==> src/logic/mqfs_defs.svh <==
// Purpose: Constants of the multi-queue flag-status block.
// Assumes: Included by bare name from every design file that needs it.
// Notes:   Definitions only.

`ifndef MQFS_DEFS_SVH
`define MQFS_DEFS_SVH

// -----------------------------------------------------------------------
// Register offsets (byte addresses)
// -----------------------------------------------------------------------
`define MQFS_CTRL_OFF      12'h000
`define MQFS_STATUS_OFF    12'h004
`define MQFS_OFFSET_OFF    12'h008

// -----------------------------------------------------------------------
// Field positions
// -----------------------------------------------------------------------
`define MQFS_CTRL_PKT_BIT  0
`define MQFS_CTRL_DONE_BIT 1
`define MQFS_ST_POLLED     0
`define MQFS_ST_OFFSEL     1
`define MQFS_ST_DEFPROG    2
`define MQFS_ST_CFGVAL     3
`define MQFS_ST_DONE       4
`define MQFS_ST_ID_LSB     5
`define MQFS_ST_QUAD_LSB   8
`define MQFS_ST_AEDRV      10
`define MQFS_ST_WROWN      11
`define MQFS_ST_WRQ_LSB    12

// -----------------------------------------------------------------------
// Reset values and counts
// -----------------------------------------------------------------------
`define MQFS_CTRL_RST      2'h0
`define MQFS_OFFSET_LOW    8'h08
`define MQFS_OFFSET_HIGH   8'h80
`define MQFS_CAPTURE_CYC   2'h3

`endif

==> src/logic/mqfs_pkg.sv <==
// Purpose: Types of the multi-queue flag-status block.
// Assumes: Constants live in mqfs_defs.svh.
// Notes:   Referenced only by scoped names.

package mqfs_pkg;

  // Polled sequencer, one-hot
  typedef enum logic [4:0] {
    MQFS_IDLE = 5'h01,
    MQFS_Q1   = 5'h02,
    MQFS_Q2   = 5'h04,
    MQFS_Q3   = 5'h08,
    MQFS_Q4   = 5'h10
  } mqfs_poll_state_type;

endpackage

==> src/logic/mqfs_reg_if.sv <==
// Purpose: Carrier between flag core and register slave.
// Assumes: Single clock domain.
// Notes:   Status flows to the slave, controls flow to the core.
`timescale 1ns/100ps

interface mqfs_reg_if;
  logic       pkt_en;     // Packet-ready reporting
  logic       prog_req;   // Serial programming finished
  logic       polled;
  logic       offsel;
  logic       defprog;
  logic       cfg_valid;
  logic       prog_done;
  logic [2:0] dev_id;
  logic [1:0] ae_quad;
  logic       ae_drive;
  logic       wr_own;
  logic [4:0] wr_q;
  logic [7:0] offset;

  modport regs (
    output pkt_en, prog_req,
    input  polled, offsel, defprog, cfg_valid, prog_done, dev_id,
    input  ae_quad, ae_drive, wr_own, wr_q, offset
  );
  modport core (
    input  pkt_en, prog_req,
    output polled, offsel, defprog, cfg_valid, prog_done, dev_id,
    output ae_quad, ae_drive, wr_own, wr_q, offset
  );
endinterface

==> src/logic/mqfs_apb_regs.sv <==
// Purpose: APB register slave of the flag-status block.
// Assumes: Zero-wait answers while the clock enable is high.
// Notes:   Unmapped offsets read zero and answer with pslverr.
`timescale 1ns/100ps
`include "mqfs_defs.svh"

module mqfs_apb_regs (
  // Clock and reset
  input  wire logic        mclk_i,
  input  wire logic        rst_n_i,
  input  wire logic        clk_en_i,
  // APB slave
  input  wire logic        psel_i,
  input  wire logic        penable_i,
  input  wire logic        pwrite_i,
  input  wire logic [11:0] paddr_i,
  input  wire logic [31:0] pwdata_i,
  output logic      [31:0] prdata_o,
  output logic             pready_o,
  output logic             pslverr_o,
  // Core side
  mqfs_reg_if.regs         rif
);

  logic        pkt_en_r;
  logic        prog_req_r;
  logic [31:0] prdata_r;
  logic        pslverr_r;
  logic        wr_stb;
  logic [31:0] rd_mux;
  logic        hit;

  // -----------------------------------------------------------------------
  // Decode
  // -----------------------------------------------------------------------
  // Frozen clock enable stalls the access rather than dropping it
  assign pready_o  = clk_en_i;
  assign wr_stb    = psel_i & penable_i & pwrite_i & clk_en_i;
  assign prdata_o  = prdata_r;
  assign pslverr_o = pslverr_r;
  assign rif.pkt_en   = pkt_en_r;
  assign rif.prog_req = prog_req_r;

  // Read multiplexer and address hit
  always_comb begin
    rd_mux = 32'h0000_0000;
    hit    = 1'b1;
    case (paddr_i)
      `MQFS_CTRL_OFF: begin
        rd_mux[`MQFS_CTRL_PKT_BIT]  = pkt_en_r;
        rd_mux[`MQFS_CTRL_DONE_BIT] = prog_req_r;
      end
      `MQFS_STATUS_OFF: begin
        rd_mux[`MQFS_ST_POLLED]  = rif.polled;
        rd_mux[`MQFS_ST_OFFSEL]  = rif.offsel;
        rd_mux[`MQFS_ST_DEFPROG] = rif.defprog;
        rd_mux[`MQFS_ST_CFGVAL]  = rif.cfg_valid;
        rd_mux[`MQFS_ST_DONE]    = rif.prog_done;
        rd_mux[`MQFS_ST_ID_LSB +: 3]   = rif.dev_id;
        rd_mux[`MQFS_ST_QUAD_LSB +: 2] = rif.ae_quad;
        rd_mux[`MQFS_ST_AEDRV]   = rif.ae_drive;
        rd_mux[`MQFS_ST_WROWN]   = rif.wr_own;
        rd_mux[`MQFS_ST_WRQ_LSB +: 5]  = rif.wr_q;
      end
      `MQFS_OFFSET_OFF: rd_mux[7:0] = rif.offset;
      default:          hit = 1'b0;
    endcase
  end

  // -----------------------------------------------------------------------
  // Registers
  // -----------------------------------------------------------------------
  // Answer captured in the setup cycle, stable through the access phase
  always_ff @(posedge mclk_i or negedge rst_n_i) begin
    if (!rst_n_i) begin
      prdata_r  <= 32'h0000_0000;
      pslverr_r <= 1'b0;
    end else if (clk_en_i && psel_i && !penable_i) begin
      prdata_r  <= pwrite_i ? 32'h0000_0000 : rd_mux;
      pslverr_r <= ~hit;
    end
  end

  // Control bits; done bit is set-only so a stray zero cannot undo it
  always_ff @(posedge mclk_i or negedge rst_n_i) begin
    if (!rst_n_i) begin
      pkt_en_r   <= 1'(`MQFS_CTRL_RST >> `MQFS_CTRL_PKT_BIT);
      prog_req_r <= 1'b0;
    end else if (wr_stb && paddr_i == `MQFS_CTRL_OFF) begin
      pkt_en_r   <= pwdata_i[`MQFS_CTRL_PKT_BIT];
      if (pwdata_i[`MQFS_CTRL_DONE_BIT]) begin
        prog_req_r <= 1'b1;
      end
    end
  end

endmodule

==> src/logic/mqfs_flag_status.sv <==
// Purpose: Almost-empty flag bus and full indicator of a multi-queue FIFO.
// Assumes: Read port, write port and chain neighbours share mclk_i.
// Notes:   Only the configuration straps are asynchronous and synchronised.
//
// Our own choices: the APB slave port and the address map.
`timescale 1ns/100ps
`include "mqfs_defs.svh"

module mqfs_flag_status #(
  parameter int NUM_QUEUES = 32,
  parameter int QUAD_WIDTH = 8
) (
  // Clock, enable and master reset
  input  wire logic        mclk_i,
  input  wire logic        rst_n_i,
  input  wire logic        clk_en_i,
  // APB slave
  input  wire logic        psel_i,
  input  wire logic        penable_i,
  input  wire logic        pwrite_i,
  input  wire logic [11:0] paddr_i,
  input  wire logic [31:0] pwdata_i,
  output logic      [31:0] prdata_o,
  output logic             pready_o,
  output logic             pslverr_o,
  // Configuration straps
  input  wire logic        flag_bus_mode_select_i,
  input  wire logic        default_offset_select_i,
  input  wire logic        default_programming_select_i,
  input  wire logic [2:0]  device_identity_inputs_i,
  // Per-queue status from the queue logic
  input  wire logic [31:0] almost_empty_flag_i,
  input  wire logic [31:0] packet_ready_flag_i,
  input  wire logic [31:0] queue_full_i,
  // Read port
  input  wire logic [7:0]  read_queue_address_i,
  input  wire logic        empty_bus_strobe_i,
  input  wire logic        empty_token_in_i,
  output logic      [7:0]  almost_empty_bus_o,
  output logic             almost_empty_bus_oe_n_o,
  output logic             empty_bus_sync_o,
  output logic             empty_token_out_o,
  // Write port
  input  wire logic [7:0]  write_queue_address_i,
  input  wire logic        write_address_enable_i,
  output logic             full_indicator_o,
  output logic             full_indicator_oe_n_o,
  // Configuration results
  output logic             serial_program_done_o,
  output logic      [7:0]  flag_offset_o
);

  // -----------------------------------------------------------------------
  // Parameter check
  // -----------------------------------------------------------------------
  generate
    if (NUM_QUEUES != 32 || QUAD_WIDTH != 8) begin : g_bad_size
      $error("Flag bus logic serves 32 queues in quadrants of eight only");
    end
  endgenerate

  // -----------------------------------------------------------------------
  // Functions
  // -----------------------------------------------------------------------
  // Quadrant shown by a sequencer state
  function automatic logic [1:0] quad_of_state(
    input mqfs_pkg::mqfs_poll_state_type st
  );
    case (st)
      mqfs_pkg::MQFS_Q2: quad_of_state = 2'h1;
      mqfs_pkg::MQFS_Q3: quad_of_state = 2'h2;
      mqfs_pkg::MQFS_Q4: quad_of_state = 2'h3;
      default:           quad_of_state = 2'h0;
    endcase
  endfunction

  // Eight status bits of one quadrant
  function automatic logic [7:0] quad_bits(
    input logic [31:0] vec,
    input logic [1:0]  q
  );
    quad_bits = vec[{q, 3'h0} +: 8];
  endfunction

  // -----------------------------------------------------------------------
  // Declarations
  // -----------------------------------------------------------------------
  mqfs_reg_if rif ();

  logic [5:0]  strap_s1_r;
  logic [5:0]  strap_s2_r;
  logic [1:0]  cap_cnt_r;
  logic        cfg_valid_r;
  logic        polled_r;
  logic        offsel_r;
  logic        defprog_r;
  logic [2:0]  dev_id_r;
  logic [7:0]  offset_r;
  logic        prog_done_r;
  logic        start_pend_r;
  mqfs_pkg::mqfs_poll_state_type state_r;
  mqfs_pkg::mqfs_poll_state_type state_nxt;
  logic        dir_own_r;
  logic        dir_own_nxt;
  logic [1:0]  dir_quad_r;
  logic [1:0]  dir_quad_nxt;
  logic [1:0]  ae_quad_nxt;
  logic [31:0] ae_src;
  logic [7:0]  ae_bus_r;
  logic        ae_oe_n_r;
  logic        sync_r;
  logic        token_r;
  logic        wr_own_r;
  logic        wr_own_nxt;
  logic [4:0]  wr_q_r;
  logic [4:0]  wr_q_nxt;
  logic        full_ind_r;
  logic        full_oe_n_r;

  // -----------------------------------------------------------------------
  // Register slave
  // -----------------------------------------------------------------------
  mqfs_apb_regs u_regs (
    .mclk_i    (mclk_i),
    .rst_n_i   (rst_n_i),
    .clk_en_i  (clk_en_i),
    .psel_i    (psel_i),
    .penable_i (penable_i),
    .pwrite_i  (pwrite_i),
    .paddr_i   (paddr_i),
    .pwdata_i  (pwdata_i),
    .prdata_o  (prdata_o),
    .pready_o  (pready_o),
    .pslverr_o (pslverr_o),
    .rif       (rif)
  );

  // Status toward the slave
  assign rif.polled    = polled_r;
  assign rif.offsel    = offsel_r;
  assign rif.defprog   = defprog_r;
  assign rif.cfg_valid = cfg_valid_r;
  assign rif.prog_done = prog_done_r;
  assign rif.dev_id    = dev_id_r;
  assign rif.ae_quad   = polled_r ? quad_of_state(state_r) : dir_quad_r;
  assign rif.ae_drive  = ~ae_oe_n_r;
  assign rif.wr_own    = wr_own_r;
  assign rif.wr_q      = wr_q_r;
  assign rif.offset    = offset_r;

  // -----------------------------------------------------------------------
  // Configuration capture
  // -----------------------------------------------------------------------
  // Two-stage synchroniser on the straps
  always_ff @(posedge mclk_i or negedge rst_n_i) begin
    if (!rst_n_i) begin
      strap_s1_r <= 6'h00;
      strap_s2_r <= 6'h00;
    end else if (clk_en_i) begin
      strap_s1_r <= {device_identity_inputs_i, default_programming_select_i,
                     default_offset_select_i, flag_bus_mode_select_i};
      strap_s2_r <= strap_s1_r;
    end
  end

  // Straps taken once, after the synchroniser has filled
  always_ff @(posedge mclk_i or negedge rst_n_i) begin
    if (!rst_n_i) begin
      cap_cnt_r   <= 2'h0;
      cfg_valid_r <= 1'b0;
      polled_r    <= 1'b0;
      offsel_r    <= 1'b0;
      defprog_r   <= 1'b0;
      dev_id_r    <= 3'h0;
      offset_r    <= `MQFS_OFFSET_LOW;
    end else if (clk_en_i && !cfg_valid_r) begin
      if (cap_cnt_r == `MQFS_CAPTURE_CYC) begin
        cfg_valid_r <= 1'b1;
        polled_r    <= strap_s2_r[0];
        offsel_r    <= strap_s2_r[1];
        defprog_r   <= strap_s2_r[2];
        dev_id_r    <= strap_s2_r[5:3];
        offset_r    <= strap_s2_r[1] ? `MQFS_OFFSET_HIGH
                                     : `MQFS_OFFSET_LOW;
      end else begin
        cap_cnt_r <= cap_cnt_r + 2'h1;
      end
    end
  end

  // Programming done: at once in default mode, by software in serial mode
  always_ff @(posedge mclk_i or negedge rst_n_i) begin
    if (!rst_n_i) begin
      prog_done_r  <= 1'b0;
      start_pend_r <= 1'b0;
    end else if (clk_en_i) begin
      if (cfg_valid_r && !prog_done_r && (defprog_r || rif.prog_req)) begin
        prog_done_r  <= 1'b1;
        // Identity zero seeds the token ring once
        start_pend_r <= polled_r && dev_id_r == 3'h0;
      end else if (state_nxt == mqfs_pkg::MQFS_Q1) begin
        start_pend_r <= 1'b0;
      end
    end
  end

  // -----------------------------------------------------------------------
  // Almost-empty bus next state
  // -----------------------------------------------------------------------
  always_comb begin
    state_nxt    = state_r;
    dir_own_nxt  = dir_own_r;
    dir_quad_nxt = dir_quad_r;
    if (!prog_done_r || !polled_r) begin
      state_nxt = mqfs_pkg::MQFS_IDLE;
    end else begin
      case (state_r)
        mqfs_pkg::MQFS_IDLE: begin
          if (empty_token_in_i || start_pend_r) begin
            state_nxt = mqfs_pkg::MQFS_Q1;
          end
        end
        mqfs_pkg::MQFS_Q1: state_nxt = mqfs_pkg::MQFS_Q2;
        mqfs_pkg::MQFS_Q2: state_nxt = mqfs_pkg::MQFS_Q3;
        mqfs_pkg::MQFS_Q3: state_nxt = mqfs_pkg::MQFS_Q4;
        mqfs_pkg::MQFS_Q4: begin
          // Looped single device wraps to quadrant 1 on the fifth edge
          state_nxt = empty_token_in_i ? mqfs_pkg::MQFS_Q1
                                       : mqfs_pkg::MQFS_IDLE;
        end
        default: state_nxt = mqfs_pkg::MQFS_IDLE;
      endcase
    end
    // Strobe honoured only once programming is over, in direct mode
    if (prog_done_r && !polled_r && empty_bus_strobe_i) begin
      dir_own_nxt  = read_queue_address_i[7:5] == dev_id_r;
      dir_quad_nxt = read_queue_address_i[4:3];
    end
    ae_quad_nxt = polled_r ? quad_of_state(state_nxt) : dir_quad_nxt;
    ae_src      = rif.pkt_en ? packet_ready_flag_i
                             : almost_empty_flag_i;
  end

  // -----------------------------------------------------------------------
  // Almost-empty bus state
  // -----------------------------------------------------------------------
  always_ff @(posedge mclk_i or negedge rst_n_i) begin
    if (!rst_n_i) begin
      state_r    <= mqfs_pkg::MQFS_IDLE;
      dir_own_r  <= 1'b0;
      dir_quad_r <= 2'h0;
    end else if (clk_en_i) begin
      state_r    <= state_nxt;
      dir_own_r  <= dir_own_nxt;
      dir_quad_r <= dir_quad_nxt;
    end
  end

  // Bus outputs; direct mode refreshes the owned quadrant every cycle
  always_ff @(posedge mclk_i or negedge rst_n_i) begin
    if (!rst_n_i) begin
      ae_bus_r  <= 8'h00;
      ae_oe_n_r <= 1'b1;
      sync_r    <= 1'b0;
      token_r   <= 1'b0;
    end else if (clk_en_i) begin
      ae_bus_r  <= quad_bits(ae_src, ae_quad_nxt);
      ae_oe_n_r <= polled_r ? state_nxt == mqfs_pkg::MQFS_IDLE
                            : ~dir_own_nxt;
      sync_r    <= state_nxt == mqfs_pkg::MQFS_Q1;
      token_r   <= state_nxt == mqfs_pkg::MQFS_Q4;
    end
  end

  assign almost_empty_bus_o      = ae_bus_r;
  assign almost_empty_bus_oe_n_o = ae_oe_n_r;
  assign empty_bus_sync_o        = sync_r;
  assign empty_token_out_o       = token_r;

  // -----------------------------------------------------------------------
  // Full indicator
  // -----------------------------------------------------------------------
  always_comb begin
    wr_own_nxt = wr_own_r;
    wr_q_nxt   = wr_q_r;
    if (cfg_valid_r && write_address_enable_i) begin
      wr_own_nxt = write_queue_address_i[7:5] == dev_id_r;
      wr_q_nxt   = write_queue_address_i[4:0];
    end
  end

  // High means room; output enable follows ownership on the same edge
  always_ff @(posedge mclk_i or negedge rst_n_i) begin
    if (!rst_n_i) begin
      wr_own_r    <= 1'b0;
      wr_q_r      <= 5'h00;
      full_ind_r  <= 1'b0;
      full_oe_n_r <= 1'b1;
    end else if (clk_en_i) begin
      wr_own_r    <= wr_own_nxt;
      wr_q_r      <= wr_q_nxt;
      full_ind_r  <= ~queue_full_i[wr_q_nxt];
      full_oe_n_r <= ~wr_own_nxt;
    end
  end

  assign full_indicator_o      = full_ind_r;
  assign full_indicator_oe_n_o = full_oe_n_r;

  // -----------------------------------------------------------------------
  // Configuration results
  // -----------------------------------------------------------------------
  // Active-low done: high until programming has finished
  assign serial_program_done_o = ~prog_done_r;
  assign flag_offset_o         = offset_r;

endmodule

==> config.mk <==
export PLATFORM = sky130hd
export DESIGN_NAME = mqfs_flag_status
export DESIGN_NICKNAME = d
export VERILOG_FILES = /design/src/logic/mqfs_pkg.sv /design/src/logic/mqfs_reg_if.sv /design/src/logic/mqfs_apb_regs.sv /design/src/logic/mqfs_flag_status.sv
export VERILOG_INCLUDE_DIRS = /design/src /design/src/logic
export SDC_FILE = /design/constraint.sdc
export NUM_CORES = 1
export LEC_CHECK = 0
export BUFFER_PORTS_ARGS = -buffer_cell sky130_fd_sc_hd__buf_2
export CAP_MARGIN = 25
export CORE_MARGIN = 5
export CORE_UTILIZATION = 29
export DETAILED_ROUTE_END_ITERATION = 12
export SLEW_MARGIN = 40
export SYNTH_ARGS = -nofsm -noshare
export SYNTH_HDL_FRONTEND = slang
export SYNTH_SLANG_ARGS = --single-unit
==> constraint.sdc <==
create_clock -name mclk_i -period 6.1 [get_ports mclk_i]
set_input_delay 0.915 -clock mclk_i [delete_from_list [all_inputs] [get_ports mclk_i]]
set_output_delay 0.915 -clock mclk_i [all_outputs]
set_load 0.1 [all_outputs]
==> results.sh, run 1 <==
export IMPL_status="finished, final reports clean"
export IMPL_nFillCells=1399
export IMPL_nNetsFinal=705
export IMPL_ys_ff_latch=71
export IMPL_grt_start_max_net_pins=72
export IMPL_r2r_slack_ns=3.79
export IMPL_layout_setup_ws_ns=3.26
export IMPL_syn_cell_area_sq_mm=0.00413
export IMPL_ys_flop_type="dfrtp_1"
export IMPL_fin_crit_sh=0.465
export IMPL_synth_cell_types=55
export IMPL_pin_count=227
export IMPL_die_h_um=129
export IMPL_p_leak_uw=0.00259
export IMPL_areaGrowthSynthToFinish_pct=28.8
export IMPL_max_stage_delay_ns=0.60
export IMPL_netlist_instances=373
export IMPL_r2r_cells=6
export IMPL_antenna_found_initial=1
export IMPL_synth_area_per_cell_sq_um=11.1
export IMPL_synth_edff_count=0
export IMPL_hold_viol=0
export IMPL_crit_family="simple AND/OR/NAND/NOR gates"
export IMPL_place_ws_ns=2.89
export IMPL_gp_congestion=0.796
export IMPL_r2r_end="full_indicator_o"
export IMPL_cap_viol_max_count=0
export IMPL_tritoncts="done"
export IMPL_wl_per_cell_um=15.9
export IMPL_critPathLaunchType="input pin"
export IMPL_synth_seq_area_share=0.431
export IMPL_min_to="flag_offset_o[3]"
export IMPL_timing_rr_start="cfg_valid_r"
export IMPL_dp_hpwl_um=8920
export IMPL_powerDensity_mw_per_mm2=385
export IMPL_final_cell_mix="buf_2, dfrtp_1, mux2_2"
export IMPL_design_area_sq_mm=0.00533
export IMPL_hold_class="reg -> reg"
export IMPL_layout_commonest_cell="buf_2"
export IMPL_clockBufferDepth=2
export IMPL_slew_viol_final=0
export IMPL_yosysWarnings=0
export IMPL_post_dp_cell_area_sq_mm=0.00505
export IMPL_clkLatencyLatePin_ns=0.32
export IMPL_critPathBufInv=1
export IMPL_fin_util=0.382
export IMPL_postSynth_asyncResetShare=1.00
export IMPL_setup_violations_final=0
export IMPL_drt_total_wl_um=11400
export IMPL_tightest_slew_ns=0.652
export IMPL_grt_pass1_vias=3597
export IMPL_fin_skew_ns=0.00732
export IMPL_drive_above_1_share=0.450
export IMPL_start_util=0.297
export IMPL_vias=3461
export IMPL_grt_first_pass_wirelength_um=18300
export IMPL_min_path_cells=1
export IMPL_arrival_ns=3.10
export IMPL_die_width_um=129
export IMPL_cts_resized_gates=0
export IMPL_core_sq_mm=0.0139
export IMPL_fmax_ghz=0.353
export IMPL_drt_first_pass_iters=4
export IMPL_maxSlewHeadroom=0.566
export IMPL_drc_errors=0
export IMPL_drt_initial_drc_count=148
export IMPL_port_buffers=172
export IMPL_clk_root_buffer_cell="clkbuf_16"
export IMPL_setup_tns_ns=0
export IMPL_total_power_uw=2050
export IMPL_critical_path_max_fanout=52
export IMPL_dieArea_sq_mm=0.0167
export IMPL_min_delay_start="strap_s2_r[1]"
export IMPL_ant_nets=0
export IMPL_n_antenna_cell=0
export IMPL_rows=43
export IMPL_ir_worst_vdd_uv=189
export IMPL_clk_pin_slew_worst_paths_ns=0.05
export IMPL_cts_buffers=9
export IMPL_postCtsSetupBuffers=0
export IMPL_grt_usage=0.138
export IMPL_cp_required_ns=6.36
export IMPL_cts_htree_levels=3
export IMPL_viasPerCell=4.82
export IMPL_postCtsHoldBufs=0
export IMPL_cts_num_sinks=71
export IMPL_period_minus_slack_ns=2.84
export IMPL_cp_end_kind="register"
export IMPL_crit_chain="buf_4 > nand2_1 > or2_2 > nor3_1 > and3_1 > a22oi_1 > nand2_1"
export IMPL_slowest_stage="and3_1"
export IMPL_rsz0062_at_grt="false"
export IMPL_cpMostUsedCell="nand2_1"
export IMPL_critPathKind="in -> reg"
export IMPL_overflow=0
[cell families (layout without fill, tap and decap cells)]
family / after synthesis / in the layout / share of synthesized area
buf+inv: 59 / 204 / 0.0787
simple gates: 85 / 85 / 0.103
other cells: 1 / 21 / 0.000907
mux: 69 / 69 / 0.231
compound gates: 74 / 74 / 0.125
fa+ha+maj: 1 / 1 / 0.00303
flops: 71 / 71 / 0.431
xor+xnor: 13 / 13 / 0.0275
[how the worst max path moves through the flow]
| stage | startpoint | endpoint | slack [ns] | cells past startpoint |
|---|---|---|---|---|
| 6_report | clk_en_i | u_regs.prdata_o[3] | 3.26 | 7 |
| 5_1_grt | clk_en_i | u_regs.prdata_o[3] | 2.98 | 7 |
| 4_1_cts | clk_en_i | u_regs.prdata_o[10] | 3.24 | 7 |
| 3_5_place_dp | clk_en_i | u_regs.prdata_o[10] | 2.89 | 7 |
| 3_3_place_gp | clk_en_i | u_regs.prdata_o[0] | 2.63 | 7 |
| 2_1_floorplan | paddr_i[7] | u_regs.rif.pkt_en | 3.54 | 5 |
[state kept, by name, indices dropped and copies added, names as in the netlist, 2 cells and up]
name and flops:
flag_offset_o 2, cap_cnt_r 2, rif.wr_q 5, dev_id_r 3, state_r 5, dir_quad_r 2, almost_empty_bus_o 8, strap_s2_r 6
u_regs.prdata_o 17, strap_s1_r 6
[metrics by stage]
step	cells	hold slack, ns
3_3_place_gp	702	0.422
4_1_cts	718	0.447
2_1_floorplan	393	0.403
3_5_place_dp	702	0.440
5_1_grt	718	0.483
6_report	718	0.443
[cell usage after synthesis, types with 3 or more instances]
master	count	share of area
mux2_2	26	0.071
xor2_1	6	0.013
nor3_1	6	0.0073
nor4_1	4	0.0061
or4_1	3	0.0054
nand2b_1	4	0.0061
xnor2_1	7	0.015
a21oi_1	13	0.016
nand3b_1	3	0.0054
nand2_1	25	0.023
mux4_2	18	0.098
nand3_1	6	0.0073
a31oi_1	6	0.0091
buf_4	24	0.044
dfrtp_1	67	0.41
a22o_1	10	0.021
inv_1	14	0.013
o21ai_1	5	0.0061
clkbuf_1	13	0.012
nor2_1	20	0.018
o22ai_1	3	0.0045
mux2i_1	23	0.056
a22oi_1	6	0.011
dfstp_2	4	0.025
nor2b_1	4	0.0061
buf_2	5	0.0061
nor4b_1	3	0.0064
o21ai_0	9	0.011
[final cells by class]
cell class	instances	area (sq um)	area share
clock buffers	13	250	0.0470
clock inverters	3	20.0	0.00376
inverters	15	56.3	0.0106
multi-input cells	263	2110	0.397
flip-flops and latches	71	1780	0.335
well taps	180	225	0.0423
repair buffers	173	877	0.165
[report_power, final]
| group | total, uW | internal [uW] | switching, uW | leakage, uW |
|---|---|---|---|---|
| logic | 889 | 297 | 591 | 0.00159 |
| clock network | 475 | 286 | 190 | 0.000126 |
| registers | 687 | 582 | 105 | 0.000875 |
[per-layer routing]
metal  track usage  share of wire
met5             0         0.0011
met4        0.0321         0.0055
met3        0.0293          0.067
met2         0.235           0.51
met1         0.181           0.42
[worst register-to-register path, delay by kind of cell (launching register included)]
family	cells	cell delay (ns)
mux	2	0.97
flops	1	0.49
compound gates	2	0.41
simple gates	2	0.39
Power figures use the tool's default switching activity.
==> run 2, diff against run 1 <==
- ABC_AREA: not set -> 1
- clock period: 6.1 -> 3 ns (I/O delays scaled with it)
==> run 2 against run 1 <==
Compared with the run above:
- combinational power down 8.5%
- first-iteration DRC count up 48%
- sequential cell count unchanged
- critical path type is now reg -> out
- critical endpoint is now serial_program_done_o
==> results.sh, run 2 <==
export IMPL_wl_met1_um=5800
export IMPL_synth_area_top_cells="dfrtp_1, nand2_1, nand3_1"
export IMPL_synth_edff_count=0
export IMPL_critPathBufInv=2
export IMPL_yosysWarnings=0
export IMPL_fin_crit_sh=0.634
export IMPL_rsz0062_at_grt="false"
export IMPL_synthTopCellsByCount="nand2_1, nand3_1, dfrtp_1, inv_1, mux2i_1"
export IMPL_tritoncts="done"
export IMPL_grt_start_max_net_pins=72
export IMPL_grt_first_pass_wirelength_um=20800
export IMPL_port_buffers=172
export IMPL_p_leak_uw=0.00313
export IMPL_netlist_instances=558
export IMPL_syn_cell_area_sq_mm=0.00446
export IMPL_grt_pass1_vias=4131
export IMPL_hold_viol=0
export IMPL_dp_hpwl_um=9910
export IMPL_synth_area_per_cell_sq_um=8.00
export IMPL_areaGrowthSynthToFinish_pct=25.4
export IMPL_crit_cells=2
export IMPL_postCtsSetupBuffers=0
export IMPL_synth_top_cell_by_area="dfrtp_1"
export IMPL_fmax_ghz=0.526
export IMPL_setup_violations_final=0
export IMPL_start_util=0.295
export IMPL_p_clk_frac=0.343
export IMPL_drt_initial_drc_count=219
export IMPL_cts_buffers=9
export IMPL_tightest_slew_ns=0.651
export IMPL_clockBufferDepth=2
export IMPL_viasPerCell=4.57
export IMPL_dieArea_sq_mm=0.0180
export IMPL_powerDensity_mw_per_mm2=513
export IMPL_fin_skew_ns=0.00615
export IMPL_final_cell_mix="buf_2, nand2_1, nand3_1"
export IMPL_ant_nets=0
export IMPL_cp_required_ns=2.55
export IMPL_status="finished, final reports clean"
export IMPL_synth_most_common_cell="nand2_1"
export IMPL_critPathLaunchType="register"
export IMPL_synth_seq_area_share=0.399
export IMPL_drc_errors=0
export IMPL_arrival_ns=1.45
export IMPL_nFillCells=1633
export IMPL_synth_cell_types=47
export IMPL_clkLatencyLatePin_ns=0.33
export IMPL_seq_area_sq_mm=0.00178
export IMPL_gp_congestion=0.810
export IMPL_n_antenna_cell=0
export IMPL_core_sq_mm=0.0151
export IMPL_ys_flop_type="dfrtp_1"
export IMPL_power_switching_share=0.368
export IMPL_slew_viol_final=0
export IMPL_cts_num_sinks=71
export IMPL_top_layer="met4"
export IMPL_hold_class="in -> async"
export IMPL_rows=45
export IMPL_crit_family="buffers and inverters"
export IMPL_grt_usage=0.144
export IMPL_wl_met3_um=616
export IMPL_cap_viol_max_count=0
export IMPL_p_switching_uw=1060
export IMPL_r2r_cells=11
export IMPL_nNetsFinal=893
export IMPL_vias=4176
export IMPL_intPower_uw=1810
export IMPL_crit_chain="inv_1 > buf_2"
export IMPL_clk_pin_slew_worst_paths_ns=0.05
export IMPL_drive_above_1_share=0.324
export IMPL_period_minus_slack_ns=1.90
export IMPL_cp_end_kind="primary output"
export IMPL_max_stage_delay_ns=0.48
export IMPL_cts_htree_levels=3
export IMPL_multi_input_comb_area_sq_mm=0.00222
export IMPL_pwr_share_seq=0.374
export IMPL_drt_first_pass_iters=4
export IMPL_die_h_um=134
export IMPL_ir_worst_vdd_uv=353
export IMPL_synth_top_area_frac=0.376
export IMPL_drt_total_wl_um=12700
export IMPL_clk_root_buffer_cell="clkbuf_16"
export IMPL_critPathKind="reg -> out"
export IMPL_pin_count=227
export IMPL_layout_commonest_cell="buf_2"
export IMPL_critical_path_max_fanout=4
export IMPL_slowest_stage="buf_2"
export IMPL_antenna_found_initial=0
export IMPL_wl_per_cell_um=13.9
export IMPL_largest_register_ffs=17
export IMPL_postSynth_asyncResetShare=1.00
export IMPL_cts_resized_gates=0
export IMPL_setup_tns_ns=0
export IMPL_maxSlewHeadroom=0.566
export IMPL_die_width_um=134
export IMPL_fin_util=0.370
export IMPL_postCtsHoldBufs=0
export IMPL_overflow=0
export IMPL_dr_wl_met2_um=6090
export IMPL_ys_ff_latch=71
export IMPL_comb_power_share=0.283
[run 2: cell types whose count changed after synthesis, moves of 6 or more]
cell	previous run	this run
mux4_2	18	0
nand3_1	6	82
inv_1	14	37
mux2i_1	23	32
clkbuf_1	13	5
mux2_2	26	1
nand4_1	0	6
nand2_1	25	151
a22o_1	10	1
nand2_2	1	17
a31oi_1	6	0
o21ai_0	9	29
o21ai_1	5	12
[run 2: final timing paths]
path | startpoint | end | slack, ns
worst max-delay path | prog_done_r | serial_program_done_o | 1.10
worst min-delay path | rst_n_i | empty_token_out_o | 0.12
worst max register to register | polled_r | almost_empty_bus_o[5] | 1.11
worst min register to register | strap_s1_r[4] | strap_s1_r[4] | 0.47
max in group asynchronous | rst_n_i | rif.wr_own | 2.43
min in group mclk_i | device_identity_inputs_i[1] | strap_s1_r[4] | 0.32
[run 2: power by group through the flow]
stage / combinational [uW] / sequential [uW] / clock [uW]
floorplan: 438 / 1290 / 0
global placement: 815 / 1090 / 0
detailed placement: 819 / 1090 / 0
CTS: 821 / 1070 / 1010
global route: 888 / 1080 / 1050
finish: 813 / 1070 / 983
[run 2: logic make-up after synthesis]
| group | share of synthesized area |
|---|---|
| simple gates | 0.311 |
| compound gates | 0.0794 |
| buf+inv | 0.119 |
| fa+ha+maj | 0.00280 |
| xor+xnor | 0.0137 |
| other cells | 0.000840 |
| flops | 0.399 |
| mux | 0.0743 |
[run 2: cell type report]
cell class                 instances  area share
clock inverter                     5     0.00604
inverter                          43      0.0311
clock buffer                      11      0.0434
sequential                        71       0.318
timing repair buffer             177       0.162
tap                              188      0.0420
multi-input combinational        419       0.397
[run 2: worst reg2reg max path, delay by kind of cell (launching register included)]
| family | cells | cell delay [ns] |
|---|---|---|
| buffers and inverters | 1 | 0.09 |
| flip-flops | 1 | 0.67 |
| AO/OA/AOI/OAI | 1 | 0.07 |
| AND/OR/NAND/NOR | 9 | 0.96 |
[run 2: layer usage]
metal,vias to the layer above,track usage
li1,2135,-
met1,1919,0.191
met2,106,0.236
met3,16,0.0330
met4,0,0.0390
met5,-,0
[run 2: through the flow]
step           power, uW  worst slack (ns)  instance area (sq um)  instances  hold slack (ns)
4_1_cts             2910              1.10                   5600        914            0.158
6_report            2870              1.10                   5600        914            0.116
2_1_floorplan       1730              1.35                   4540        578            0.154
3_5_place_dp        1910             0.864                   5320        898            0.459
5_1_grt             3020             0.943                   5600        914            0.189
3_3_place_gp        1900             0.938                   5320        898            0.453
==> run 3, diff against run 2 <==
- clock period: 3 -> 1.7 ns (I/O delays scaled with it)
==> run 3 against run 2 <==
Compared with the run above:
- first-iteration DRC count down 2.3%
- wire length up 0.38%
- global-route usage down 0.61 points
- combinational power up 85%
- via count up 0.93%
- utilization up 1.6 points
- die area unchanged
- final area up 4.4%
- count of clock-buffer cells in the layout down 1
- sequential cell count unchanged
- sequential share of layout area down 1.3 points
- critical path depth up 9
==> results.sh, run 3 (synthesis results as in run 2) <==
export IMPL_cp_required_ns=1.97
export IMPL_intPower_uw=3210
export IMPL_min_to="strap_s1_r[5]"
export IMPL_core_sq_mm=0.0151
export IMPL_slew_viol_final=0
export IMPL_r2r_end="almost_empty_bus_o[3]"
export IMPL_power_switching_share=0.369
export IMPL_cts_htree_levels=3
export IMPL_fin_skew_ns=0.00733
export IMPL_clkLatencyLatePin_ns=0.33
export IMPL_r2r_cells=11
export IMPL_critical_path_max_fanout=8
export IMPL_p_switching_uw=1880
export IMPL_powerDensity_mw_per_mm2=872
export IMPL_dp_hpwl_um=10300
export IMPL_final_cell_mix="buf_2, nand2_1, nand3_1"
export IMPL_fmax_ghz=0.635
export IMPL_arrival_ns=1.84
export IMPL_hold_class="in -> reg"
export IMPL_ant_nets=0
export IMPL_viasPerCell=4.50
export IMPL_gp_congestion=0.860
export IMPL_pin_count=227
export IMPL_grt_pass1_vias=3954
export IMPL_wl_per_cell_um=13.6
export IMPL_fin_crit_sh=0.927
export IMPL_grt_start_max_net_pins=43
export IMPL_comb_power_share=0.294
export IMPL_n_antenna_cell=0
export IMPL_critPathKind="reg -> reg"
export IMPL_nFillCells=1585
export IMPL_design_area_sq_mm=0.00584
export IMPL_antenna_found_initial=0
export IMPL_cts_num_sinks=71
export IMPL_clk_pin_slew_worst_paths_ns=0.06
export IMPL_post_dp_cell_area_sq_mm=0.00551
export IMPL_seq_area_sq_mm=0.00178
export IMPL_nNetsFinal=915
export IMPL_fin_util=0.386
export IMPL_drive_above_1_share=0.348
export IMPL_maxSlewHeadroom=0.658
export IMPL_setup_violations_final=0
export IMPL_status="finished, final reports clean"
export IMPL_drc_errors=0
export IMPL_p_clk_frac=0.334
export IMPL_vias=4215
export IMPL_r2r_slack_ns=0.12
export IMPL_ir_worst_vdd_uv=446
export IMPL_overflow=0
export IMPL_layout_commonest_cell="buf_2"
export IMPL_dieArea_sq_mm=0.0180
export IMPL_min_delay_start="device_identity_inputs_i[2]"
export IMPL_multi_input_comb_area_sq_mm=0.00226
export IMPL_areaGrowthSynthToFinish_pct=31.0
export IMPL_hold_viol=0
export IMPL_timing_rr_start="state_r[0]"
export IMPL_cp_end_kind="register"
export IMPL_die_h_um=134
export IMPL_tightest_slew_ns=0.517
export IMPL_grt_first_pass_wirelength_um=19900
export IMPL_total_power_uw=5090
export IMPL_largest_register_ffs=17
export IMPL_critPathLaunchType="register"
export IMPL_p_leak_uw=0.00327
export IMPL_drt_total_wl_um=12800
export IMPL_drt_first_pass_iters=4
export IMPL_tritoncts="done"
export IMPL_cts_buffers=9
export IMPL_period_minus_slack_ns=1.58
export IMPL_pwr_share_seq=0.372
export IMPL_clockBufferDepth=2
export IMPL_clk_root_buffer_cell="clkbuf_16"
export IMPL_port_buffers=172
export IMPL_drt_initial_drc_count=214
export IMPL_die_width_um=134
export IMPL_cap_viol_max_count=0
export IMPL_rows=45
export IMPL_grt_usage=0.138
export IMPL_min_path_cells=3
export IMPL_start_util=0.295
-- run 3: stage by stage --
stage                     worst slack [ns]  cells   TNS, ns  hold WS, ns
final                                0.124    936         0        0.125
after global routing              -0.00380    936  -0.00380        0.128
after CTS                           0.0889    934         0        0.117
after detailed placement            0.0817    917         0        0.199
after global placement              0.0936    917         0        0.199
after floorplan                     0.0453    578         0      -0.0406
-- run 3: power by group through the flow --
stage | registers, uW | logic (uW) | clock network [uW]
final | 1890 | 1500 | 1700
after CTS | 1890 | 1500 | 1740
after global routing | 1910 | 1630 | 1830
after detailed placement | 1920 | 1490 | 0
after global placement | 1920 | 1480 | 0
after floorplan | 2280 | 773 | 0
-- run 3: cell type report --
cell class                 count  share of cell area
tap                          188              0.0402
sequential                    71               0.305
multi-input combinational    419               0.386
timing repair buffer         199               0.192
clock inverter                 6             0.00771
inverter                      43              0.0298
clock buffer                  10              0.0392
-- run 3: worst max path at each step --
stage,depth (start not counted),from,endpoint,slack (ns)
2_1_floorplan,4,prog_done_r,start_pend_r,0.05
3_3_place_gp,10,polled_r,almost_empty_bus_o[3],0.09
3_5_place_dp,7,clk_en_i,u_regs.prdata_o[1],0.08
4_1_cts,11,state_r[0],almost_empty_bus_o[3],0.09
5_1_grt,11,state_r[0],almost_empty_bus_o[3],-0.004
6_report,11,state_r[0],almost_empty_bus_o[3],0.12
-- run 3: critical path, cell delays in order (launching register included) --
cell and delay (ns):
dfstp_2 0.59, nor2_4 0.06, nand2_2 0.09, nor2_4 0.04, nand2_2 0.09, nand3_4 0.11, buf_4 0.18, nand3_1 0.06
nand3_1 0.08, nand2_1 0.09, nand2_1 0.05, nand2_1 0.06
-- run 3: layer usage --
metal / wire (um) / vias to the layer above / GRT usage
met5: 0 / - / 0
met3: 499 / 4 / 0.0338
li1: - / 2170 / -
met4: 51 / 0 / 0.0170
met2: 6410 / 87 / 0.233
met1: 5790 / 1954 / 0.185
-- run 3: what timing repair did --
item	in CTS	in global routing
buffers inserted	0	2
endpoints found under the setup margin	0	10
hold buffers	1	0
endpoints found under the hold margin	22	0
resized for setup	0	8
